`src/common/otgid_params.svh`:
```
// Constants of the OTG ID and VBUS detection unit.
// Assumes inclusion by bare name from design and bench files.
`ifndef OTGID_PARAMS_SVH
`define OTGID_PARAMS_SVH

// Bit positions in the interrupt status byte.
`define OTGID_ST_VBUS_VALID 1
`define OTGID_ST_SESS_VALID 2
`define OTGID_ST_SESS_END 3
`define OTGID_ST_ID_GND 4
// Bit position of the floating flag in the carkit status byte.
`define OTGID_CK_ID_FLOAT 0
// Bit positions in the OTG control byte.
`define OTGID_CTL_ID_PULL 0
`define OTGID_CTL_DISCHARGE 3
`define OTGID_CTL_CHARGE 4
// Resistor codes of the ID converter.
`define OTGID_RID_GND 3'h0
`define OTGID_RID_R75 3'h1
`define OTGID_RID_R102K 3'h2
`define OTGID_RID_R200K 3'h3
`define OTGID_RID_FLOAT 3'h5
`define OTGID_RID_NONE 3'h7
// Settle time after enabling the strong pull-up, in ms, and its cycle count at 40 MHz.
`define OTGID_SETTLE_MS 50
`define OTGID_CLK_KHZ 40000
`define OTGID_SETTLE_CYC (`OTGID_SETTLE_MS * `OTGID_CLK_KHZ)

`endif

```
`src/common/otgid_pkg.sv`:
```
// Types shared by both ends of the OTG ID and VBUS detection unit.
// Assumes nothing beyond a SystemVerilog compiler.
package otgid_pkg;

    typedef enum logic [3:0] {
        OTGID_L_IDLE = 4'b0001,
        OTGID_L_SETTLE = 4'b0010,
        OTGID_L_CHECK = 4'b0100,
        OTGID_L_MEAS = 4'b1000
    } otgid_link_state_t;

    // Edge enables: one bit per comparator except the float one.
    typedef struct packed {
        logic id_gnd;
        logic sess_end;
        logic sess_valid;
        logic vbus_valid;
    } otgid_edge_en_t;

endpackage

```
`src/common/otgid_if.sv`:
```
// Interface between the detection unit and the link controller.
// Assumes both ends run on the one system clock.
`timescale 1ns/10ps
`default_nettype none
interface otgid_if;
    import otgid_pkg::*;
    logic id_strong_pull_enable;
    logic float_rise_event_enable;
    logic float_fall_event_enable;
    logic vbus_discharge_enable;
    logic vbus_charge_enable;
    otgid_edge_en_t rise_en;
    otgid_edge_en_t fall_en;
    logic [7:0] irq_status;
    logic [7:0] carkit_status;
    logic [2:0] rid_code;
    logic event_pulse;
    logic event_alt;
    logic [7:0] otg_ctrl;

    modport dev (
        input id_strong_pull_enable, float_rise_event_enable, float_fall_event_enable,
        input vbus_discharge_enable, vbus_charge_enable, rise_en, fall_en,
        output irq_status, carkit_status, rid_code, event_pulse, event_alt, otg_ctrl
    );
    modport link (
        output id_strong_pull_enable, float_rise_event_enable, float_fall_event_enable,
        output vbus_discharge_enable, vbus_charge_enable, rise_en, fall_en,
        input irq_status, carkit_status, rid_code, event_pulse, event_alt, otg_ctrl
    );
endinterface
`default_nettype wire

```
`src/otgid_device.sv`:
```
// Device end: synchronises the ID and VBUS comparators, builds status and change events.
// Assumes comparator levels arrive asynchronously from the analog front end.
//
// Summary of operation
// (RULE_01) Link enables pull-up, waits, then samples.
// (RULE_02) Grounded flag: 0 for A, 1 for B.
// (RULE_03) Weak pull-up; resistor drops flag, raises event.
// (RULE_04) Resistor code reported only with pull-up off.
// (RULE_05) Link measures resistance after a ground change.
// (RULE_06) Pull-up on bit; float edges give alt events.
// (RULE_07) Ground/float flags: 11 float, 10 102K, 00 ground.
// (RULE_08) Ground flag status bit 4; float carkit bit 0.
// (RULE_09) Ground flag edge events per edge enables.
// (RULE_10) Cleared enables leave only weak pull-up.
// (RULE_11) Comparator levels readable in status byte.
// (RULE_12) Link uses each comparator per device role.
// (RULE_13) Session end flag rises when VBUS drops.
// (RULE_14) Session end reads 0 with both enables cleared.
// (RULE_15) Link disables session end unless OTG.
// (RULE_16) Discharge pull-down on control bit 3.
// (RULE_17) Charge pull-up on control bit 4.
// (RULE_18) Comparators pass a synchroniser before use.
`timescale 1ns/10ps
`default_nettype none
`include "otgid_params.svh"
module otgid_device (
    input wire logic sys_clk_i, // 40 MHz clock
    input wire logic resetn_i, // Asynchronous reset, active low
    otgid_if.dev lnk, // Link side
    input wire logic id_gnd_cmp_i, // Analog ID-grounded comparator
    input wire logic id_float_cmp_i, // Analog ID-floating comparator
    input wire logic [2:0] rid_meas_i, // Resistor converter result
    input wire logic vbus_valid_cmp_i, // VBUS valid comparator
    input wire logic sess_valid_cmp_i, // Session valid comparator
    input wire logic sess_end_cmp_i, // Session end comparator
    output logic strong_pull_o, // Connect 100K ID pull-up
    output logic weak_pull_o, // Connect weak ID pull-up
    output logic discharge_o, // VBUS pull-down switch
    output logic charge_o // VBUS pull-up switch
);
    import otgid_pkg::*;

    localparam int NCMP = 5;
    // Index of each comparator in the per-comparator vectors below.
    localparam int IX_VBUS = 0;
    localparam int IX_SVLD = 1;
    localparam int IX_SEND = 2;
    localparam int IX_ID_GROUNDED_FLAG = 3;
    localparam int IX_IDFLT = 4;

    // Three synchroniser stages per comparator, then the accepted level.
    typedef struct packed {
        logic [NCMP-1:0] s1;
        logic [NCMP-1:0] s2;
        logic [NCMP-1:0] s3;
        logic [NCMP-1:0] st; // Accepted comparator levels

        logic [2:0] m1;
        logic [2:0] m2;
        logic [2:0] m3;
        logic [2:0] rid_st; // Accepted converter word

        logic [7:0] irq_status;
        logic [7:0] carkit_status;
        logic [7:0] otg_ctrl;
        logic [2:0] rid_code;
        logic event_pulse;
        logic event_alt;

        logic strong_pull;
        logic weak_pull;
        logic discharge;
        logic charge;
    } otgid_dev_state_t;

    otgid_dev_state_t r;
    otgid_dev_state_t next_r;
    logic [NCMP-1:0] raw;
    logic [NCMP-1:0] agree;
    logic [NCMP-1:0] rise;
    logic [NCMP-1:0] fall;
    logic [NCMP-1:0] en_r;
    logic [NCMP-1:0] en_f;
    logic [NCMP-1:0] hit;
    logic sess_end_on;
    logic main_hit;
    logic alt_hit;

    ////////////////////////////////////////////////////////////////////////////////
    // Comparator levels and their edge enables, highest index first.
    assign raw = {
        id_float_cmp_i,
        id_gnd_cmp_i,
        sess_end_cmp_i,
        sess_valid_cmp_i,
        vbus_valid_cmp_i
    };
    // The float comparator has its own enable pair, apart from the four edge enables.
    assign en_r = {
        lnk.float_rise_event_enable,
        lnk.rise_en.id_gnd,
        lnk.rise_en.sess_end,
        lnk.rise_en.sess_valid,
        lnk.rise_en.vbus_valid
    };
    assign en_f = {
        lnk.float_fall_event_enable,
        lnk.fall_en.id_gnd,
        lnk.fall_en.sess_end,
        lnk.fall_en.sess_valid,
        lnk.fall_en.vbus_valid
    };

    ////////////////////////////////////////////////////////////////////////////////
    // A level is taken once the second and third stages agree, so a metastable
    // first stage never reaches the status or event logic.
    // An edge only counts as an event while its own enable is set; the level still updates.
    genvar g;
    generate
        for (g = 0; g < NCMP; g++) begin : g_edge
            assign agree[g] = (r.s2[g] == r.s3[g]); // see (RULE_18)
            assign rise[g] = agree[g] && r.s3[g] && !r.st[g]; // see (RULE_18)
            assign fall[g] = agree[g] && !r.s3[g] && r.st[g]; // see (RULE_18)
            assign hit[g] = (rise[g] && en_r[g]) || (fall[g] && en_f[g]); // see (RULE_09)
        end
    endgenerate

    ////////////////////////////////////////////////////////////////////////////////
    // Session end counts as switched off when neither of its edges is enabled.
    assign sess_end_on = lnk.rise_en.sess_end | lnk.fall_en.sess_end; // see (RULE_14)
    // Its edges stay silent while it is off; float edges leave as alternate events.
    assign main_hit = hit[IX_VBUS] | hit[IX_SVLD] | (hit[IX_SEND] & sess_end_on)
                      | hit[IX_ID_GROUNDED_FLAG]; // see (RULE_03) see (RULE_09)
    assign alt_hit = hit[IX_IDFLT]; // see (RULE_06)

    ////////////////////////////////////////////////////////////////////////////////
    // One pass builds the whole next state; the register below is the only storage.
    always_comb begin
        next_r = r;
        next_r.s1 = raw;
        next_r.s2 = r.s1;
        next_r.s3 = r.s2;
        next_r.st = r.st ^ (rise | fall);

        // The converter word is taken whole once two stages agree on every bit, so a
        // word caught while it changes never reaches the link.
        next_r.m1 = rid_meas_i;
        next_r.m2 = r.m1;
        next_r.m3 = r.m2;
        if (r.m2 == r.m3) begin
            next_r.rid_st = r.m3;
        end

        // Status bits that this unit does not own read as zero.
        next_r.irq_status = 8'h00;
        next_r.irq_status[`OTGID_ST_VBUS_VALID] = r.st[IX_VBUS]; // see (RULE_11)
        next_r.irq_status[`OTGID_ST_SESS_VALID] = r.st[IX_SVLD]; // see (RULE_11)
        next_r.irq_status[`OTGID_ST_SESS_END] = r.st[IX_SEND] & sess_end_on; // see (RULE_13) see (RULE_14)
        next_r.irq_status[`OTGID_ST_ID_GND] = r.st[IX_ID_GROUNDED_FLAG]; // see (RULE_02) see (RULE_07) see (RULE_08)
        next_r.carkit_status = 8'h00;
        next_r.carkit_status[`OTGID_CK_ID_FLOAT] = r.st[IX_IDFLT]; // see (RULE_07) see (RULE_08)

        // The control byte echoes the link's pull-up, discharge and charge enables, one cycle late.
        next_r.otg_ctrl = 8'h00;
        next_r.otg_ctrl[`OTGID_CTL_ID_PULL] = lnk.id_strong_pull_enable; // see (RULE_06)
        next_r.otg_ctrl[`OTGID_CTL_DISCHARGE] = lnk.vbus_discharge_enable; // see (RULE_16)
        next_r.otg_ctrl[`OTGID_CTL_CHARGE] = lnk.vbus_charge_enable; // see (RULE_17)
        next_r.strong_pull = lnk.id_strong_pull_enable; // see (RULE_06) see (RULE_10)
        // The weak pull-up stays on, so a floating pin reads high with the strong one off.
        next_r.weak_pull = 1'b1; // see (RULE_03) see (RULE_10)
        next_r.discharge = lnk.vbus_discharge_enable; // see (RULE_16)
        next_r.charge = lnk.vbus_charge_enable; // see (RULE_17)

        // The converter only reads true with the strong pull-up out of the way.
        if (lnk.id_strong_pull_enable) begin
            next_r.rid_code = `OTGID_RID_NONE; // see (RULE_04)
        end else begin
            next_r.rid_code = r.rid_st; // see (RULE_04)
        end
        next_r.event_alt = alt_hit; // see (RULE_06)
        next_r.event_pulse = main_hit | alt_hit; // see (RULE_03) see (RULE_09)
    end

    // The weak pull-up is already on in reset, so the pin is never left undefined.
    always_ff @(posedge sys_clk_i or negedge resetn_i) begin
        if (!resetn_i) begin
            r <= '{weak_pull: 1'b1, default: '0};
        end else begin
            r <= next_r;
        end
    end

    // After reset every accepted level is low, so a comparator that is already true
    // gives one rising edge once the synchroniser has filled, and an event if its rise enable is set;
    // the link should let the first few cycles after reset pass before it trusts an event.
    assign lnk.irq_status = r.irq_status;
    assign lnk.carkit_status = r.carkit_status;
    assign lnk.otg_ctrl = r.otg_ctrl;
    assign lnk.rid_code = r.rid_code;
    assign lnk.event_pulse = r.event_pulse;
    assign lnk.event_alt = r.event_alt;

    // Pin controls.
    assign strong_pull_o = r.strong_pull;
    assign weak_pull_o = r.weak_pull; // see (RULE_03) see (RULE_10)
    assign discharge_o = r.discharge;
    assign charge_o = r.charge;
endmodule
`default_nettype wire

```
`src/flat_wrapper.sv`:
```
// flat-port wrapper written by rule: the top's interface ports become plain ports
module otgid_device_flat import otgid_pkg::*;
  (sys_clk_i, resetn_i, id_gnd_cmp_i, id_float_cmp_i, rid_meas_i, vbus_valid_cmp_i, sess_valid_cmp_i, sess_end_cmp_i, strong_pull_o, weak_pull_o, discharge_o, charge_o, lnk_id_strong_pull_enable, lnk_float_rise_event_enable, lnk_float_fall_event_enable, lnk_vbus_discharge_enable, lnk_vbus_charge_enable, lnk_rise_en, lnk_fall_en, lnk_irq_status, lnk_carkit_status, lnk_rid_code, lnk_event_pulse, lnk_event_alt, lnk_otg_ctrl);
  otgid_if lnk_i ();
  input wire logic sys_clk_i;
  input wire logic resetn_i;
  input wire logic id_gnd_cmp_i;
  input wire logic id_float_cmp_i;
  input wire logic [2:0] rid_meas_i;
  input wire logic vbus_valid_cmp_i;
  input wire logic sess_valid_cmp_i;
  input wire logic sess_end_cmp_i;
  output logic strong_pull_o;
  output logic weak_pull_o;
  output logic discharge_o;
  output logic charge_o;
  input wire logic [$bits(lnk_i.id_strong_pull_enable)-1:0] lnk_id_strong_pull_enable;
  input wire logic [$bits(lnk_i.float_rise_event_enable)-1:0] lnk_float_rise_event_enable;
  input wire logic [$bits(lnk_i.float_fall_event_enable)-1:0] lnk_float_fall_event_enable;
  input wire logic [$bits(lnk_i.vbus_discharge_enable)-1:0] lnk_vbus_discharge_enable;
  input wire logic [$bits(lnk_i.vbus_charge_enable)-1:0] lnk_vbus_charge_enable;
  input wire logic [$bits(lnk_i.rise_en)-1:0] lnk_rise_en;
  input wire logic [$bits(lnk_i.fall_en)-1:0] lnk_fall_en;
  output wire logic [$bits(lnk_i.irq_status)-1:0] lnk_irq_status;
  output wire logic [$bits(lnk_i.carkit_status)-1:0] lnk_carkit_status;
  output wire logic [$bits(lnk_i.rid_code)-1:0] lnk_rid_code;
  output wire logic [$bits(lnk_i.event_pulse)-1:0] lnk_event_pulse;
  output wire logic [$bits(lnk_i.event_alt)-1:0] lnk_event_alt;
  output wire logic [$bits(lnk_i.otg_ctrl)-1:0] lnk_otg_ctrl;
  assign lnk_i.id_strong_pull_enable = lnk_id_strong_pull_enable;
  assign lnk_i.float_rise_event_enable = lnk_float_rise_event_enable;
  assign lnk_i.float_fall_event_enable = lnk_float_fall_event_enable;
  assign lnk_i.vbus_discharge_enable = lnk_vbus_discharge_enable;
  assign lnk_i.vbus_charge_enable = lnk_vbus_charge_enable;
  assign lnk_i.rise_en = lnk_rise_en;
  assign lnk_i.fall_en = lnk_fall_en;
  assign lnk_irq_status = lnk_i.irq_status;
  assign lnk_carkit_status = lnk_i.carkit_status;
  assign lnk_rid_code = lnk_i.rid_code;
  assign lnk_event_pulse = lnk_i.event_pulse;
  assign lnk_event_alt = lnk_i.event_alt;
  assign lnk_otg_ctrl = lnk_i.otg_ctrl;
  otgid_device u_core (.sys_clk_i(sys_clk_i), .resetn_i(resetn_i), .lnk(lnk_i), .id_gnd_cmp_i(id_gnd_cmp_i), .id_float_cmp_i(id_float_cmp_i), .rid_meas_i(rid_meas_i), .vbus_valid_cmp_i(vbus_valid_cmp_i), .sess_valid_cmp_i(sess_valid_cmp_i), .sess_end_cmp_i(sess_end_cmp_i), .strong_pull_o(strong_pull_o), .weak_pull_o(weak_pull_o), .discharge_o(discharge_o), .charge_o(charge_o));
endmodule
```
`config.mk`:
```
export PLATFORM = sky130hd
export DESIGN_NAME = otgid_device_flat
export DESIGN_NICKNAME = d
export VERILOG_FILES = /design/src/common/otgid_pkg.sv /design/src/common/otgid_if.sv /design/src/otgid_device.sv /design/src/flat_wrapper.sv
export VERILOG_INCLUDE_DIRS = /design/src /design/src/common
export SDC_FILE = /design/constraint.sdc
export NUM_CORES = 1
export LEC_CHECK = 0
export ABC_CLOCK_PERIOD_IN_PS = 1400
export BUFFER_PORTS_ARGS = -buffer_cell sky130_fd_sc_hd__buf_2
export CAP_MARGIN = 10
export CORE_AREA = 2 2 78 58
export CTS_CLUSTER_SIZE = 28
export DETAILED_ROUTE_END_ITERATION = 12
export DIE_AREA = 0 0 80 60
export PLACE_DENSITY = 0.72
export SLEW_MARGIN = 20
export SYNTH_ARGS = -nofsm -noshare
export SYNTH_HDL_FRONTEND = slang
export SYNTH_SLANG_ARGS = --single-unit
export TNS_END_PERCENT = 10
```
`constraint.sdc`:
```
create_clock -name sys_clk_i -period 1.4 [get_ports sys_clk_i]
set_clock_uncertainty 0.2 [all_clocks]
set_input_delay 0.07 -clock sys_clk_i [delete_from_list [all_inputs] [get_ports sys_clk_i]]
set_output_delay 0.07 -clock sys_clk_i [all_outputs]
set_load 0.02 [all_outputs]
```
# After elaboration in Yosys (flattened, before gate mapping)

Cells that the tools add are included.

Register bits: 48
Input port bits: 23
Output and inout bits: 33
Word-level logic and storage cells: 78

Eq/ne operators: 6
Multiplexer cells: 1
Bitwise gates (word level): 9
Reduce and logical (&&, ||, !) cells: 45

Operator list:

| kind                | number |
|---|---|
| $logic_and A1 B1 Y1 | 30 |
| $logic_not A1 Y1    | 10 |
| $eq A1 B1 Y1        | 5 |
| $logic_or A1 B1 Y1  | 5 |
| $or A1 B1 Y1        | 5 |
| $or A5 B5 Y5        | 1 |
| $xor A5 B5 Y5       | 1 |
| $eq A3 B3 Y1        | 1 |
| $mux W3             | 1 |
| $and A1 B1 Y1       | 2 |

# Logic depth before layout (Yosys ltp)

Depth in word-level cells: 9
Depth in mapped cells: 6
Gate-level depth less buffers: 6

# Least setup slack after synthesis

No wires, ideal clock.

Path type: reg-to-reg
From: reg u_core.r (netlist bit u_core.next_r[54])
To: reg u_core.r (netlist bit u_core.lnk.event_pulse)
Setup time: 0.130 ns
Data arrival time: 1.063 ns
Required time: 1.070 ns
Slack: 0.007 ns
Stages on the path, launching flop included: 7
Path buffers: 0
Clock period less this slack: 1.393 ns
Cell sequence: dfrtp_1 inv_1 ha_1 nand3_1 o21ai_0 nor4_1 nand3_1

RTL lines:

| what                   | RTL line            | text |
|---|---|---|
| start, declared        | otgid_device.sv:76  | `otgid_dev_state_t r;` |
| start signal, assigned | otgid_device.sv:189 | `r <= next_r;` |

# Final worst setup path

From: reg u_core.r (netlist bit u_core.next_r[38])
To: reg u_core.r[33] (netlist name)

Longest elaborated chain between the ends: 1

Ends and longest elaborated chain:

| what         | RTL line            | text |
|---|---|---|
| $eq A3 B3 Y1 | otgid_device.sv:150 | `if (r.m2 == r.m3) begin` |

No other way between the ends.
A chain may end at the register's enable or synchronous reset.

==> qor.csv <==
stage,metric,value,unit
floorplan,core-area,4100,µm²
critical_path,slowest_delay,0.39,ns
clock_tree,cts_buffers,5,
timing,period_needed,1.38,ns
grt,grt-ovfl-total,0,
clock_tree,clk_latency,0.29,ns
critical_path,startpoint,u_core.next_r[38]$_DFF_PN0_,
synthesis,seq_area_frac_synth,0.645,
pwr,p_switching,0.673,mW
synthesis,synth_area,1750,µm²
grt,grt_pass1_wl,4.46,mm
critical_path,crit_required,1.38,ns
critical_path,critical_path.cell_chain,"xor2_1, nor2_2, o21ai_2, mux2_4",
routing,vias,1029,
grt,gr-usage-met3,0.0589,
grt,grt_max_degree,46,
routing,drc,0,
clock_tree,cts_tree,done,
layout,layoutNonFillerInstCount,252,
run,maxCapViolations,0,
critical_path,reg2reg_setup_slack,0.02,ns
layout,area_growth,30.7,%
clock_tree,cts_buffer_depth,2,
placed_design,dp_hpwl,1.68,mm
worst_hold_path,hold_path.class,primary input to async pin,
pwr,ir_drop,828,µV
critical_path,crit_fanout,2,
critical_path,cpLargestDelayFamily,flip-flops,
grt,grt_usage,0.129,
placed_design,placed_area,1890,µm²
routing,antenna_left,0,
layout,diodes,0,
layout,fin_nets,230,
clock_tree,htreeDepth,2,
critical_path,r2r_cells,4,
layout,drive_gt1_frac,0.376,
synthesis,post_synth.cell_area_avg,12.8,µm²
timing,drv_slew,0,
placed_design,place.port_buffers,38,
grt,first_global_vias,1020,
pwr,internal_power,2.00,mW
floorplan,dieWidth,80,µm
floorplan,pin_count,56,
pwr,comb_power_share,0.156,
pwr,p_clk_frac,0.288,
layout,layout_common_cells,"45 x dfrtp_1, 38 x buf_2, 22 x dlygate4sd3_1",
grt,grt_use_met1,0.165,
critical_path,rr_endpoint,u_core.r[33]$_DFFE_PN0N_,
floorplan,die_area,4800,µm²
synthesis,yosysTopAreaCell,dfrtp_1,
synthesis,ys_warn_count,0,
layout,fill_cells,344,
grt,antenna_found_initial,0,
layout,design_area,2280,µm²
timing,whs,0.109,ns
timing,setup_viol,0,
pwr,power_frac_seq,0.555,
pwr,netSwitchingFraction,0.251,
routing,viasPerCell,4.08,
routing,first_iter_violations,48,
timing,layout_setup_ws,0.0164,ns
synthesis,syn_inst,136,
routing,wirelength,2.71,mm
synthesis,ys_seq_elements,45,
critical_path,crit_slowest_cell,dfrtp_1,
routing,routedWlPerCell,10.7,µm
critical_path,crit_buf_inv,0,
routing,drtPass1Iterations,4,
pwr,powerDensity,1170,nW/µm²
timing,fmax,723,MHz
clock_tree,cts_sinks,45,
critical_path,end_kind,flop,
grt,met2_usage,0.201,
grt,gr-max-usage-layer,met2,
run_status,outcome,"finished, final reports clean",
placed_design,place_inst,220,
pwr,total_power,2.68,mW
floorplan,rows,20,
synthesis,synth_area_leaders,"dfrtp_1 64%, buf_4 12%, ha_1 7.2%",
timing,finalHoldViolCount,0,
floorplan,initial_utilization,0.426,
placed_design,pre_cts_ws,-0.112,ns
critical_path,worstPathArrival,1.36,ns
pwr,p_leak,1.12,nW
timing,rsz0062_at_grt,yes,
layout,mostFrequentLayoutCell,dfrtp_1,
critical_path,r2r_start,u_core.next_r[38]$_DFF_PN0_,
clock_tree,root_buffer,clkbuf_8,
layout,multiInputGateArea,489,µm²
floorplan,dieHeight,60,µm
critical_path,crit_path_start_kind,flop,
synthesis,ys_types,19,
timing,finalCritPeriodShare,0.988,
critical_path,critical_path_class,flop to flop,
clock_tree,clk_pin_slew,0.08,ns
layout,regArea,1130,µm²
synthesis,synth_top_area_share,0.645,
placed_design,gp_congestion,0.718,
## power by group through the flow
stage          registers (mW)  logic [mW]  clock network, mW
6_report                 1.49       0.418              0.772
4_1_cts                  1.48       0.402              0.803
3_3_place_gp             1.50       0.346                  0
2_1_floorplan            1.51       0.285                  0
3_5_place_dp             1.51       0.350                  0
5_1_grt                  1.50       0.465              0.875
## cell usage after synthesis
| cell type | number |
|---|---|
| conb_1 | 2 |
| xor2_1 | 2 |
| o21a_1 | 1 |
| ha_1 | 10 |
| o21ai_0 | 10 |
| o21ai_2 | 1 |
| or2_2 | 3 |
| inv_1 | 10 |
| nand3_1 | 6 |
| and2_1 | 1 |
| dfrtp_1 | 45 |
| nor4_1 | 1 |
| mux2i_1 | 1 |
| nor2_2 | 1 |
| nor2_1 | 1 |
| nand2_1 | 10 |
| mux2_4 | 2 |
| nand3b_1 | 1 |
| buf_4 | 28 |
## area by class of cell
| type | count | area share |
|---|---|---|
| sequential | 45 | 0.493 |
| multi-input combinational | 68 | 0.214 |
| timing repair buffer | 67 | 0.208 |
| clock buffer | 7 | 0.0378 |
| tap | 55 | 0.0301 |
| inverter | 10 | 0.0164 |
## metal layers
metal,vias up,routed length [µm]
met5,-,0
met4,0,26
met3,6,180
met2,44,1240
met1,473,1250
li1,506,-
## worst register-to-register path, cell delays in order (launching register included)
cell and delay, ns:
dfrtp_1 0.39, xor2_1 0.17, nor2_2 0.14, o21ai_2 0.09, mux2_4 0.29
## worst max-delay path by stage
stage | to | slack (ns) | cells after the start
floorplan | u_core.lnk.event_pulse$_DFF_PN0_ | 0.007 | 6
global placement | u_core.lnk.event_pulse$_DFF_PN0_ | -0.08 | 6
detailed placement | u_core.lnk.event_pulse$_DFF_PN0_ | -0.11 | 6
CTS | u_core.lnk.event_pulse$_DFF_PN0_ | 0.002 | 5
global route | u_core.lnk.event_pulse$_DFF_PN0_ | -0.1 | 5
finish | u_core.r[33]$_DFFE_PN0N_ | 0.02 | 4
## per-stage QoR
step,util,setup TNS (ns)
4_1_cts,0.541,0
2_1_floorplan,-,0
3_3_place_gp,0.462,-0.0760
5_1_grt,0.556,-0.263
6_report,0.556,0
3_5_place_dp,0.462,-0.112
## kinds of logic (layout without fill, tap and decap cells)
kind of cell / Yosys count / in the layout / share of synthesized area
flops: 45 / 45 / 0.645
buf+inv: 38 / 84 / 0.142
simple gates: 24 / 24 / 0.0666
compound gates: 12 / 12 / 0.0380
fa+ha+maj: 10 / 10 / 0.0716
mux: 3 / 3 / 0.0229
other cells: 2 / 17 / 0.00430
xor+xnor: 2 / 2 / 0.0100
## repair_timing
| action | CTS | global route |
|---|---|---|
| resized for setup | 7 | 13 |
| hold endpoints to repair | 62 | 0 |
| pin swaps | 3 | 7 |
| endpoints found under the setup margin | 1 | 4 |
| hold buffers | 22 | 0 |
| setup buffers | 1 | 2 |
(Power assumes the default switching activity.)
